<file path="src/common/scg_consts.svh">
// Constants of the sleep and clock gating controller
// Included by the top module only
`ifndef SCG_CONSTS_SVH
`define SCG_CONSTS_SVH

// ----------------------------------------
// Register indices (byte address = 4 * index)
// ----------------------------------------
`define SCG_IDX_GATE      8'h35
`define SCG_IDX_SLEEP     8'h3A
`define SCG_IDX_STAT      8'h3B

// ----------------------------------------
// Reset values and field positions
// ----------------------------------------
`define SCG_GATE_RST      2'h0
`define SCG_SLEEP_RST     4'h0
`define SCG_ARM_BIT       0
`define SCG_KIND_LSB      1
`define SCG_KIND_MSB      3
`define SCG_TMR_BIT       0
`define SCG_CONV_BIT      1

// ----------------------------------------
// Sleep kind codes
// ----------------------------------------
`define SCG_KIND_IDLE     3'h0
`define SCG_KIND_NOISE    3'h1
`define SCG_KIND_PDOWN    3'h2
`define SCG_KIND_STBY     3'h4

// ----------------------------------------
// Clock masks {osc, conv, periph, nvmem, core}
// ----------------------------------------
`define SCG_MASK_ALL      5'h1F
`define SCG_MASK_IDLE     5'h1C
`define SCG_MASK_NOISE    5'h18
`define SCG_MASK_STBY     5'h10
`define SCG_MASK_PDOWN    5'h00
`define SCG_MASK_OSC      5'h10

// ----------------------------------------
// Timing in main clock cycles
// ----------------------------------------
`define SCG_OSC_START_CYC 3'h6
`define SCG_HOLD_CYC      3'h4

`endif

</file>
<file path="src/common/scg_pkg.sv">
// Types of the sleep and clock gating controller
// Used by the top module through scoped names only
package scg_pkg;

  // Gray coded along active, sleep, osc start, hold
  typedef enum logic [1:0] {
    st_active = 2'b00,
    st_sleep  = 2'b01,
    st_osc    = 2'b11,
    st_hold   = 2'b10
  } scg_state_t;

  typedef logic [4:0] scg_clk_mask_t;

endpackage : scg_pkg

</file>
<file path="src/common/scg_tmr_if.sv">
// Carrier between the controller and its wake delay timer
// Controller drives load and count, timer answers done
`timescale 1ns/100ps
interface scg_tmr_if #(
  parameter int CW = 3
);
  logic          load;
  logic [CW-1:0] count;
  logic          done;
  modport ctrl (output load, output count, input done);
  modport tmr  (input load, input count, output done);
endinterface : scg_tmr_if

</file>
<file path="src/verilog/scg_ctrl_top.sv">
// Sleep mode and clock gating controller, Wishbone slave
// Assumes core pulses sleep_instr_in, wake inputs are enabled requests
`timescale 1ns/100ps
`include "scg_consts.svh"
module scg_ctrl_top #(
  parameter int AW = 10,
  parameter int CW = 3
) (
  // Clock and reset
  input  wire logic          clk_sys_in,
  input  wire logic          nrst_in,
  // Wishbone slave
  input  wire logic          wb_cyc_in,
  input  wire logic          wb_stb_in,
  input  wire logic          wb_we_in,
  input  wire logic [AW-1:0] wb_adr_in,
  input  wire logic [3:0]    wb_sel_in,
  input  wire logic [31:0]   wb_dat_in,
  output logic      [31:0]   wb_dat_out,
  output logic               wb_ack_out,
  // Core side
  input  wire logic          sleep_instr_in,
  input  wire logic          core_reset_req_in,
  output logic               core_hold_out,
  output logic               wake_irq_out,
  output logic               reset_vector_out,
  // Wake sources
  input  wire logic          ext_level_irq_in,
  input  wire logic          ext_edge_irq_in,
  input  wire logic          pin_change_irq_in,
  input  wire logic          conv_irq_in,
  input  wire logic          wdt_irq_in,
  input  wire logic          supply_irq_in,
  input  wire logic          other_irq_in,
  // Converter
  input  wire logic          conv_enabled_in,
  input  wire logic          conv_begin_in,
  output logic               conv_start_out,
  output logic               ext_conv_out,
  output logic               comp_mux_block_out,
  // Clock enables
  output logic               core_clk_en_out,
  output logic               nvmem_clk_en_out,
  output logic               periph_clk_en_out,
  output logic               conv_clk_en_out,
  output logic               osc_en_out,
  output logic               timer_clk_en_out,
  output logic               conv_periph_clk_en_out,
  // Power side controls
  output logic               comparator_off_out,
  output logic               input_buf_en_out,
  output logic               wake_buf_en_out,
  output logic      [1:0]    periph_reg_block_out
);

  // ----------------------------------------
  // Declarations
  // ----------------------------------------
  localparam logic [AW-3:0] IDX_GATE  = `SCG_IDX_GATE;
  localparam logic [AW-3:0] IDX_SLEEP = `SCG_IDX_SLEEP;
  localparam logic [AW-3:0] IDX_STAT  = `SCG_IDX_STAT;

  scg_pkg::scg_state_t    state_r;
  scg_pkg::scg_state_t    state_nxt;
  logic [2:0]             kind_r;
  logic [2:0]             kind_nxt;
  logic [1:0]             gate_r;
  logic [3:0]             sleep_r;
  logic [6:0]             wake_src;
  logic                   enter;
  logic                   wake;
  logic                   req;
  logic                   wr_go;
  logic [AW-3:0]          idx;
  logic [7:0]             rd_mux;
  logic                   conv_en_prev_r;
  scg_pkg::scg_clk_mask_t mask_nxt;

  scg_tmr_if #(.CW(CW)) tmr_bus ();

  scg_wake_timer #(.CW(CW)) u_timer (
    .clk_sys_in (clk_sys_in),
    .nrst_in    (nrst_in),
    .tmr        (tmr_bus)
  );

  // ----------------------------------------
  // Decoding functions
  // ----------------------------------------
  function automatic logic kind_valid(input logic [2:0] k);
    kind_valid = (k == `SCG_KIND_IDLE) || (k == `SCG_KIND_NOISE) ||
                 (k == `SCG_KIND_PDOWN) || (k == `SCG_KIND_STBY);
  endfunction : kind_valid

  // Sources {other, supply, wdt, conv, pin, edge, level}
  function automatic logic wake_ok(input logic [2:0] k, input logic [6:0] s);
    if (k == `SCG_KIND_IDLE) begin
      wake_ok = |s;
    end else if (k == `SCG_KIND_NOISE) begin
      wake_ok = s[0] | s[2] | s[3] | s[4] | s[5];
    end else begin
      wake_ok = s[0] | s[2] | s[4];
    end
  endfunction : wake_ok

  function automatic scg_pkg::scg_clk_mask_t clk_mask(
    input scg_pkg::scg_state_t st,
    input logic [2:0]          k
  );
    unique case (st)
      scg_pkg::st_active,
      scg_pkg::st_hold: clk_mask = `SCG_MASK_ALL;
      scg_pkg::st_osc: clk_mask = `SCG_MASK_OSC;
      scg_pkg::st_sleep: begin
        if (k == `SCG_KIND_IDLE) begin
          clk_mask = `SCG_MASK_IDLE;
        end else if (k == `SCG_KIND_NOISE) begin
          clk_mask = `SCG_MASK_NOISE;
        end else if (k == `SCG_KIND_STBY) begin
          clk_mask = `SCG_MASK_STBY;
        end else begin
          clk_mask = `SCG_MASK_PDOWN;
        end
      end
    endcase
  endfunction : clk_mask

  // ----------------------------------------
  // Sleep entry and wake decision
  // ----------------------------------------
  assign wake_src = {other_irq_in, supply_irq_in, wdt_irq_in, conv_irq_in,
                     pin_change_irq_in, ext_edge_irq_in, ext_level_irq_in};

  assign enter = (state_r == scg_pkg::st_active) && sleep_instr_in &&
                 sleep_r[`SCG_ARM_BIT] &&
                 kind_valid(sleep_r[`SCG_KIND_MSB:`SCG_KIND_LSB]);

  assign wake = wake_ok(kind_r, wake_src);

  // ----------------------------------------
  // Power state machine
  // ----------------------------------------
  always_comb begin
    state_nxt     = state_r;
    kind_nxt      = kind_r;
    tmr_bus.load  = 1'b0;
    tmr_bus.count = '0;
    unique case (state_r)
      scg_pkg::st_active: begin
        if (enter) begin
          state_nxt = scg_pkg::st_sleep;
          kind_nxt  = sleep_r[`SCG_KIND_MSB:`SCG_KIND_LSB];
        end
      end
      scg_pkg::st_sleep: begin
        if (core_reset_req_in) begin
          state_nxt = scg_pkg::st_active;
        end else if (wake) begin
          tmr_bus.load = 1'b1;
          if (kind_r == `SCG_KIND_PDOWN) begin
            state_nxt     = scg_pkg::st_osc;
            tmr_bus.count = CW'(`SCG_OSC_START_CYC);
          end else begin
            state_nxt     = scg_pkg::st_hold;
            tmr_bus.count = CW'(`SCG_HOLD_CYC);
          end
        end
      end
      scg_pkg::st_osc: begin
        if (tmr_bus.done) begin
          state_nxt     = scg_pkg::st_hold;
          tmr_bus.load  = 1'b1;
          tmr_bus.count = CW'(`SCG_HOLD_CYC);
        end
      end
      scg_pkg::st_hold: begin
        if (tmr_bus.done) begin
          state_nxt = scg_pkg::st_active;
        end
      end
    endcase
  end

  always_ff @(posedge clk_sys_in or negedge nrst_in) begin
    if (!nrst_in) begin
      state_r <= scg_pkg::st_active;
      kind_r  <= `SCG_KIND_IDLE;
    end else begin
      state_r <= state_nxt;
      kind_r  <= kind_nxt;
    end
  end

  // ----------------------------------------
  // Wishbone slave
  // ----------------------------------------
  assign req   = wb_cyc_in & wb_stb_in;
  assign idx   = wb_adr_in[AW-1:2];
  assign wr_go = req & wb_we_in & wb_ack_out & wb_sel_in[0];

  always_comb begin
    unique case (idx)
      IDX_GATE:  rd_mux = {6'h00, gate_r};
      IDX_SLEEP: rd_mux = {4'h0, sleep_r};
      IDX_STAT:  rd_mux = {4'h0, kind_valid(sleep_r[`SCG_KIND_MSB:`SCG_KIND_LSB]),
                           ext_conv_out, state_r};
      default:   rd_mux = 8'h00;
    endcase
  end

  always_ff @(posedge clk_sys_in or negedge nrst_in) begin
    if (!nrst_in) begin
      wb_ack_out <= 1'b0;
      wb_dat_out <= 32'h00000000;
    end else begin
      wb_ack_out <= req & ~wb_ack_out;
      wb_dat_out <= (req & ~wb_ack_out) ? {24'h000000, rd_mux} : 32'h00000000;
    end
  end

  // Gate register, writes take effect with the ack
  always_ff @(posedge clk_sys_in or negedge nrst_in) begin
    if (!nrst_in) begin
      gate_r <= `SCG_GATE_RST;
    end else if (wr_go && (idx == IDX_GATE)) begin
      gate_r <= wb_dat_in[1:0];
    end
  end

  always_ff @(posedge clk_sys_in or negedge nrst_in) begin
    if (!nrst_in) begin
      sleep_r <= `SCG_SLEEP_RST;
    end else if (wr_go && (idx == IDX_SLEEP)) begin
      sleep_r <= wb_dat_in[3:0];
    end
  end

  // ----------------------------------------
  // Clock enables
  // ----------------------------------------
  assign mask_nxt = clk_mask(state_nxt, kind_nxt);

  always_ff @(posedge clk_sys_in or negedge nrst_in) begin
    if (!nrst_in) begin
      core_clk_en_out   <= 1'b1;
      nvmem_clk_en_out  <= 1'b1;
      periph_clk_en_out <= 1'b1;
      conv_clk_en_out   <= 1'b1;
      osc_en_out        <= 1'b1;
    end else begin
      core_clk_en_out   <= mask_nxt[0];
      nvmem_clk_en_out  <= mask_nxt[1];
      periph_clk_en_out <= mask_nxt[2];
      conv_clk_en_out   <= mask_nxt[3];
      osc_en_out        <= mask_nxt[4];
    end
  end

  always_ff @(posedge clk_sys_in or negedge nrst_in) begin
    if (!nrst_in) begin
      timer_clk_en_out       <= 1'b1;
      conv_periph_clk_en_out <= 1'b1;
      periph_reg_block_out   <= 2'h0;
    end else begin
      timer_clk_en_out       <= mask_nxt[2] & ~gate_r[`SCG_TMR_BIT];
      conv_periph_clk_en_out <= mask_nxt[3] & ~gate_r[`SCG_CONV_BIT];
      periph_reg_block_out   <= gate_r;
    end
  end

  // ----------------------------------------
  // Core handshake
  // ----------------------------------------
  // hold then interrupt
  always_ff @(posedge clk_sys_in or negedge nrst_in) begin
    if (!nrst_in) begin
      core_hold_out    <= 1'b0;
      wake_irq_out     <= 1'b0;
      reset_vector_out <= 1'b0;
    end else begin
      core_hold_out    <= (state_nxt == scg_pkg::st_hold);
      wake_irq_out     <= (state_r == scg_pkg::st_hold) && tmr_bus.done;
      reset_vector_out <= (state_r == scg_pkg::st_sleep) && core_reset_req_in;
    end
  end

  // ----------------------------------------
  // Converter and comparator
  // ----------------------------------------
  // conversion on entry
  always_ff @(posedge clk_sys_in or negedge nrst_in) begin
    if (!nrst_in) begin
      conv_start_out <= 1'b0;
      conv_en_prev_r <= 1'b0;
      ext_conv_out   <= 1'b0;
    end else begin
      conv_start_out <= enter && conv_enabled_in && !gate_r[`SCG_CONV_BIT] &&
                        ((sleep_r[`SCG_KIND_MSB:`SCG_KIND_LSB] == `SCG_KIND_IDLE) ||
                         (sleep_r[`SCG_KIND_MSB:`SCG_KIND_LSB] == `SCG_KIND_NOISE));
      conv_en_prev_r <= conv_enabled_in;
      if (conv_enabled_in && !conv_en_prev_r) begin
        ext_conv_out <= 1'b1;
      end else if (conv_begin_in) begin
        ext_conv_out <= 1'b0;
      end
    end
  end

  always_ff @(posedge clk_sys_in or negedge nrst_in) begin
    if (!nrst_in) begin
      comp_mux_block_out <= 1'b0;
      comparator_off_out <= 1'b0;
      input_buf_en_out   <= 1'b1;
      wake_buf_en_out    <= 1'b1;
    end else begin
      comp_mux_block_out <= gate_r[`SCG_CONV_BIT];
      comparator_off_out <= (state_nxt == scg_pkg::st_osc) ||
                            ((state_nxt == scg_pkg::st_sleep) &&
                             (kind_nxt == `SCG_KIND_PDOWN));
      input_buf_en_out   <= mask_nxt[2];
      wake_buf_en_out    <= 1'b1;
    end
  end

  // ----------------------------------------
  // Checks
  // ----------------------------------------
  a_noop_sleep : assert property (@(posedge clk_sys_in) disable iff (!nrst_in)
    (state_r == scg_pkg::st_active && sleep_instr_in && (!sleep_r[`SCG_ARM_BIT] ||
     !kind_valid(sleep_r[`SCG_KIND_MSB:`SCG_KIND_LSB])))
    |=> (state_r == scg_pkg::st_active) && core_clk_en_out)
    else $error("sleep without arm or with reserved kind gated clocks");

  a_armed_entry : assert property (@(posedge clk_sys_in) disable iff (!nrst_in)
    enter |=> (state_r == scg_pkg::st_sleep) && !core_clk_en_out)
    else $error("armed sleep not entered");

  a_hold_len : assert property (@(posedge clk_sys_in) disable iff (!nrst_in)
    $rose(core_hold_out) |-> core_hold_out[*4] ##1 (!core_hold_out && wake_irq_out))
    else $error("core hold not four cycles");

  a_osc_start : assert property (@(posedge clk_sys_in) disable iff (!nrst_in)
    (state_r == scg_pkg::st_sleep && kind_r == `SCG_KIND_PDOWN && wake && !core_reset_req_in)
    |=> (state_r == scg_pkg::st_osc)[*6] ##1 (state_r == scg_pkg::st_hold))
    else $error("oscillator start-up not six cycles");

  a_no_osc_wait : assert property (@(posedge clk_sys_in) disable iff (!nrst_in)
    (state_r == scg_pkg::st_sleep && kind_r != `SCG_KIND_PDOWN && wake && !core_reset_req_in)
    |=> core_hold_out && osc_en_out)
    else $error("start-up delay outside power-down");

  a_idle_clocks : assert property (@(posedge clk_sys_in) disable iff (!nrst_in)
    (state_r == scg_pkg::st_sleep && kind_r == `SCG_KIND_IDLE)
    |-> !core_clk_en_out && !nvmem_clk_en_out && periph_clk_en_out && conv_clk_en_out && osc_en_out)
    else $error("idle clock set wrong");

  a_noise_clocks : assert property (@(posedge clk_sys_in) disable iff (!nrst_in)
    (state_r == scg_pkg::st_sleep && kind_r == `SCG_KIND_NOISE)
    |-> !periph_clk_en_out && !core_clk_en_out && conv_clk_en_out && osc_en_out && !input_buf_en_out)
    else $error("noise reduction clock set wrong");

  a_pdown_clocks : assert property (@(posedge clk_sys_in) disable iff (!nrst_in)
    (state_r == scg_pkg::st_sleep && kind_r == `SCG_KIND_PDOWN)
    |-> !osc_en_out && !conv_clk_en_out && !periph_clk_en_out && !core_clk_en_out)
    else $error("power-down clocks running");

  a_stby_osc : assert property (@(posedge clk_sys_in) disable iff (!nrst_in)
    (state_r == scg_pkg::st_sleep && kind_r == `SCG_KIND_STBY)
    |-> osc_en_out && !conv_clk_en_out && !periph_clk_en_out && !comparator_off_out)
    else $error("standby differs from power-down wrongly");

  a_cmp_off : assert property (@(posedge clk_sys_in) disable iff (!nrst_in)
    (state_r == scg_pkg::st_sleep && kind_r == `SCG_KIND_PDOWN) |-> comparator_off_out)
    else $error("comparator on in power-down");

  a_deep_wake : assert property (@(posedge clk_sys_in) disable iff (!nrst_in)
    (state_r == scg_pkg::st_sleep && kind_r != `SCG_KIND_IDLE && kind_r != `SCG_KIND_NOISE &&
     !ext_level_irq_in && !pin_change_irq_in && !wdt_irq_in && !core_reset_req_in)
    |=> state_r == scg_pkg::st_sleep)
    else $error("deep sleep woken by a disallowed source");

  a_conv_start : assert property (@(posedge clk_sys_in) disable iff (!nrst_in)
    (enter && conv_enabled_in && !gate_r[`SCG_CONV_BIT] &&
     sleep_r[`SCG_KIND_MSB:`SCG_KIND_LSB+1] == 2'h0) |=> conv_start_out ##1 !conv_start_out)
    else $error("no conversion started on sleep entry");

  a_reset_wake : assert property (@(posedge clk_sys_in) disable iff (!nrst_in)
    (state_r == scg_pkg::st_sleep && core_reset_req_in)
    |=> reset_vector_out && !wake_irq_out && core_clk_en_out)
    else $error("reset during sleep did not wake");

  a_timer_gate : assert property (@(posedge clk_sys_in) disable iff (!nrst_in)
    gate_r[`SCG_TMR_BIT] |=> !timer_clk_en_out && periph_reg_block_out[`SCG_TMR_BIT])
    else $error("timer clock not stopped by gate");

  a_ext_conv : assert property (@(posedge clk_sys_in) disable iff (!nrst_in)
    $rose(conv_enabled_in) |=> ext_conv_out)
    else $error("re-enabled converter not marked extended");

  a_upper_zero : assert property (@(posedge clk_sys_in) disable iff (!nrst_in)
    (wb_ack_out && $past(idx) == IDX_SLEEP) |-> wb_dat_out[31:4] == 28'h0000000)
    else $error("unused control bits read non-zero");

endmodule : scg_ctrl_top

</file>
<file path="src/verilog/scg_wake_timer.sv">
// Down counter for oscillator start-up and core hold
// Assumes one clock, load pulses come from the controller
`timescale 1ns/100ps
module scg_wake_timer #(
  parameter int CW = 3
) (
  // Clock and reset
  input wire logic clk_sys_in,
  input wire logic nrst_in,
  // Controller side
  scg_tmr_if.tmr   tmr
);

  logic [CW-1:0] cnt_r;

  always_ff @(posedge clk_sys_in or negedge nrst_in) begin
    if (!nrst_in) begin
      cnt_r <= '0;
    end else if (tmr.load) begin
      cnt_r <= tmr.count;
    end else if (cnt_r != '0) begin
      cnt_r <= cnt_r - 1'b1;
    end
  end

  // Last cycle of the loaded span
  assign tmr.done = (cnt_r == {{(CW-1){1'b0}}, 1'b1});

endmodule : scg_wake_timer

</file>
<file path="config.mk">
export PLATFORM = sky130hd
export DESIGN_NAME = scg_ctrl_top
export DESIGN_NICKNAME = d
export VERILOG_FILES = /design/src/common/scg_pkg.sv /design/src/common/scg_tmr_if.sv /design/src/verilog/scg_ctrl_top.sv /design/src/verilog/scg_wake_timer.sv
export VERILOG_INCLUDE_DIRS = /design/src /design/src/common
export SDC_FILE = /design/constraint.sdc
export NUM_CORES = 1
export LEC_CHECK = 0
export ABC_AREA = 1
export BUFFER_PORTS_ARGS = -buffer_cell sky130_fd_sc_hd__buf_2
export CORE_ASPECT_RATIO = 0.75
export CORE_MARGIN = 2
export CORE_UTILIZATION = 39
export CTS_CLUSTER_SIZE = 24
export DETAILED_ROUTE_END_ITERATION = 16
export PLACE_DENSITY = 0.76
export REMOVE_ABC_BUFFERS = 1
export SYNTH_ARGS = -nofsm -noshare
export SYNTH_HDL_FRONTEND = slang
export SYNTH_SLANG_ARGS = --single-unit
</file>
<file path="constraint.sdc">
create_clock -name clk_sys_in -period 1.47 [get_ports clk_sys_in]
set_input_delay 0.2205 -clock clk_sys_in [delete_from_list [all_inputs] [get_ports clk_sys_in]]
set_output_delay 0.2205 -clock clk_sys_in [all_outputs]
set_load 0.05 [all_outputs]
</file>
==> flow_summary_export.csv <==
group,metric,value,unit
timing,hold_slack,51.5,ps
floorplan,core_area,4490,µm²
placement,dpl_cell_area,2060,µm²
outcome,status,"finished, violations left",
placement,place_inst,330,
outcome,violations,"setup timing",
route,wl_per_cell,10.5,µm
synthesis,synth_warnings,0,
floorplan,io_pins,113,
final_layout,drive_above_1_share,0.345,
placement,dp_slack,-44.4,ps
worst_setup_path,crit_path_max_fanout,6,
synthesis,syn_area,1830,µm²
final_layout,fillers,436,
timing,finalSetupViolations,6,
synthesis,synth_async_sr_flop_share,1.00,
synthesis,yosys.cell_count.top_type,"nand2_1",
synthesis,synth_seq_area_share,0.469,
timing,period_share,1.02,
global_routing,grt_pass1_wl,5820,µm
timing,period_minus_slack,1500,ps
timing,hold_viol,0,
placement,port_buffers,50,
cts,insertion_delay,290,ps
route,post-route-drc-count,0,
synthesis,synth-main-ff-cell,"dfrtp_1",
cts,clkTransAtPathRegs,70,ps
final_layout,stdcell_area,2230,µm²
synthesis,ys_seq_elements,34,
worst_setup_path,crit_type,"flop to flop",
floorplan,die_w,83.1,µm
power_and_ir_drop,peakVddDrop,0.000768,V
final_layout,multi_input_area,744,µm²
floorplan,die_area,5260,µm²
timing,fmax,668,MHz
final_layout,synthToLayoutAreaGrowth,21.9,%
route,first_iter_violations,80,
power_and_ir_drop,power.switching,0.000967,W
synthesis,synthTopCellsByArea,"dfrtp_1 38%, buf_4 13%, nand2_1 9.2%",
global_routing,grt_usage,0.141,
cts,cts_root_buffer,"clkbuf_8",
final_layout,nNetsFinal,348,
floorplan,initial_core_util,0.407,
route,routed_wl,3580,µm
worst_setup_path,start_kind,"flop",
power_and_ir_drop,combPwrFrac,0.326,
synthesis,synth_cells,221,
min_path,hold_class,"primary input to flop",
synthesis,yosys-top-cells-count,"45 x nand2_1, 32 x buf_4, 32 x inv_1",
global_routing,grt_pass1_vias,1368,
timing,drv_slew,0,
power_and_ir_drop,switching_share,0.362,
cts,ctsHtreeMaxLevel,2,
synthesis,yosys.area.top_type,"dfrtp_1",
cts,cts_buffer_depth,2,
route,ant_nets,0,
cts,cts_tree,"done",
timing,rsz0062_at_grt,"yes",
global_routing,grt-ovfl-total,0,
floorplan,num_rows,21,
final_layout,regArea,860,µm²
synthesis,synth_edf_count,0,
floorplan,fp.dieH,63.3,µm
power_and_ir_drop,pwr-share-clk,0.265,
route,dr.pass1.iters,4,
run,max_cap_viol_count,0,
global_routing,grt_start_max_net_pins,35,
power_and_ir_drop,p_seq_frac,0.409,
worst_setup_path,end_kind,"flop",
power_and_ir_drop,power_leakage,1.24,nW
global_routing,antenna_found_initial,0,
worst_setup_path,worstPathRequired,1650,ps
power_and_ir_drop,intPower,0.00170,W
final_layout,fin_cells,341,
worst_setup_path,worstPathArrival,1670,ps
placement,place.gp.congestion,0.803,
power_and_ir_drop,power_density,1200,nW/µm²
route,viasPerCell,4.24,
synthesis,synth_cell_type_count,25,
cts,cts_made_buffers,5,
placement,hpwl,2640,µm
timing,setup_ws,-26.4,ps
final_layout,num_antenna_cells,0,
synthesis,postSynthAreaPerCell,8.28,µm²
cts,cts.sinks,34,
synthesis,netlist.area_leader.share,0.383,
route,num_vias,1446,
timing,finClkSkew,4.25,ps
## repair_timing
action / in CTS / in global routing
pin swaps: 0 / 6
endpoints found under the hold margin: 28 / 0
gates resized for setup: 2 / 12
hold buffers: 1 / 0
buffers inserted: 1 / 1
endpoints found under the setup margin: 5 / 12
## per-stage QoR
step	util	power [W]	TNS, ps
2_1_floorplan	-	0.00165	0
3_3_place_gp	0.459	0.00186	-34.6
3_5_place_dp	0.459	0.00188	-120
4_1_cts	0.485	0.00262	-28.6
5_1_grt	0.496	0.00284	-1200
6_report	0.496	0.00267	-101
## kinds of logic (layout without fill, tap and decap cells)
kind of cell | Yosys count | after routing | synth area share
AND/OR/NAND/NOR | 96 | 96 | 0.239
buffers and inverters | 68 | 104 | 0.205
other | 2 | 29 | 0.00411
flip-flops | 34 | 34 | 0.469
adder cells (fa/ha/maj) | 3 | 3 | 0.0205
AO/OA/AOI/OAI | 17 | 17 | 0.0568
XOR/XNOR | 1 | 1 | 0.00479
## state kept, by name, indices dropped and copies added (netlist names)
name                    cells
ext_conv_out                1
core_clk_en_out             1
conv_clk_en_out             1
osc_en_out                  1
core_hold_out               1
comp_mux_block_out          1
sleep_r                     4
u_timer.cnt_r               3
conv_en_prev_r              1
timer_clk_en_out            1
wb_dat_out                  4
input_buf_en_out            1
periph_reg_block_out        1
reset_vector_out            1
kind_r                      3
wake_irq_out                1
state_r                     2
conv_start_out              1
gate_r                      2
conv_periph_clk_en_out      1
comparator_off_out          1
wb_ack_out                  1
## final timing paths
check | start | endpoint | slack (ps) | depth (start not counted)
min reg2reg | conv_en_prev_r | ext_conv_out | 450 | 1
min | conv_enabled_in | conv_en_prev_r | 50 | 1
max reg2reg | u_timer.cnt_r[0] | core_hold_out | -30 | 9
max in group asynchronous | nrst_in | conv_clk_en_out | 650 | 3
max | u_timer.cnt_r[0] | core_hold_out | -30 | 9
min in group asynchronous | nrst_in | wb_dat_out[0] | 480 | 3
## routing by layer
| layer | wire length [µm] | global-route usage | vias to the layer above |
|---|---|---|---|
| met5 | 0 | 0 | - |
| met4 | 76 | 0.0676 | 0 |
| met3 | 225 | 0.0498 | 8 |
| met2 | 1680 | 0.227 | 40 |
| met1 | 1600 | 0.170 | 660 |
| li1 | - | - | 738 |
## power by group through the flow
stage               Combinational, W  Sequential [W]  Clock [W]
detailed placement          0.000792         0.00109          0
floorplan                   0.000485         0.00116          0
global placement            0.000773         0.00109          0
CTS                         0.000812         0.00107   0.000732
finish                      0.000870         0.00109   0.000707
global route                0.000975         0.00110   0.000766
## layout by cell type, fill, tap and decap left out, drive strengths merged, types with 3 or more instances in the layout
master  netlist  routed
a21oi         7       7
buf          32      59
clkbuf        0       7
conb          2      29
dfrtp        28      28
dfstp         6       6
ha            3       3
inv          36      36
nand2        50      50
nand3        15      15
nand4         3       3
nor2         23      23
nor3          4       4
o21ai         8       8
## critical path: stages, from the launching register on
cell and delay [ps]:
dfrtp_1 410, ha_4 150, inv_2 40, nor2_4 110, nand2_2 80, nor2_4 130, nor2_2 60, a21oi_4 210
buf_4 150, nor2_1 30
## area by class of cell
cell class                 instances  area share
timing repair buffer              60       0.147
clock buffer                       7      0.0387
clock inverter                     1     0.00224
tap                               57      0.0320
inverter                          36      0.0606
sequential                        34       0.386
multi-input combinational        146       0.334
Note: power is estimated with default switching activity, not from simulation.
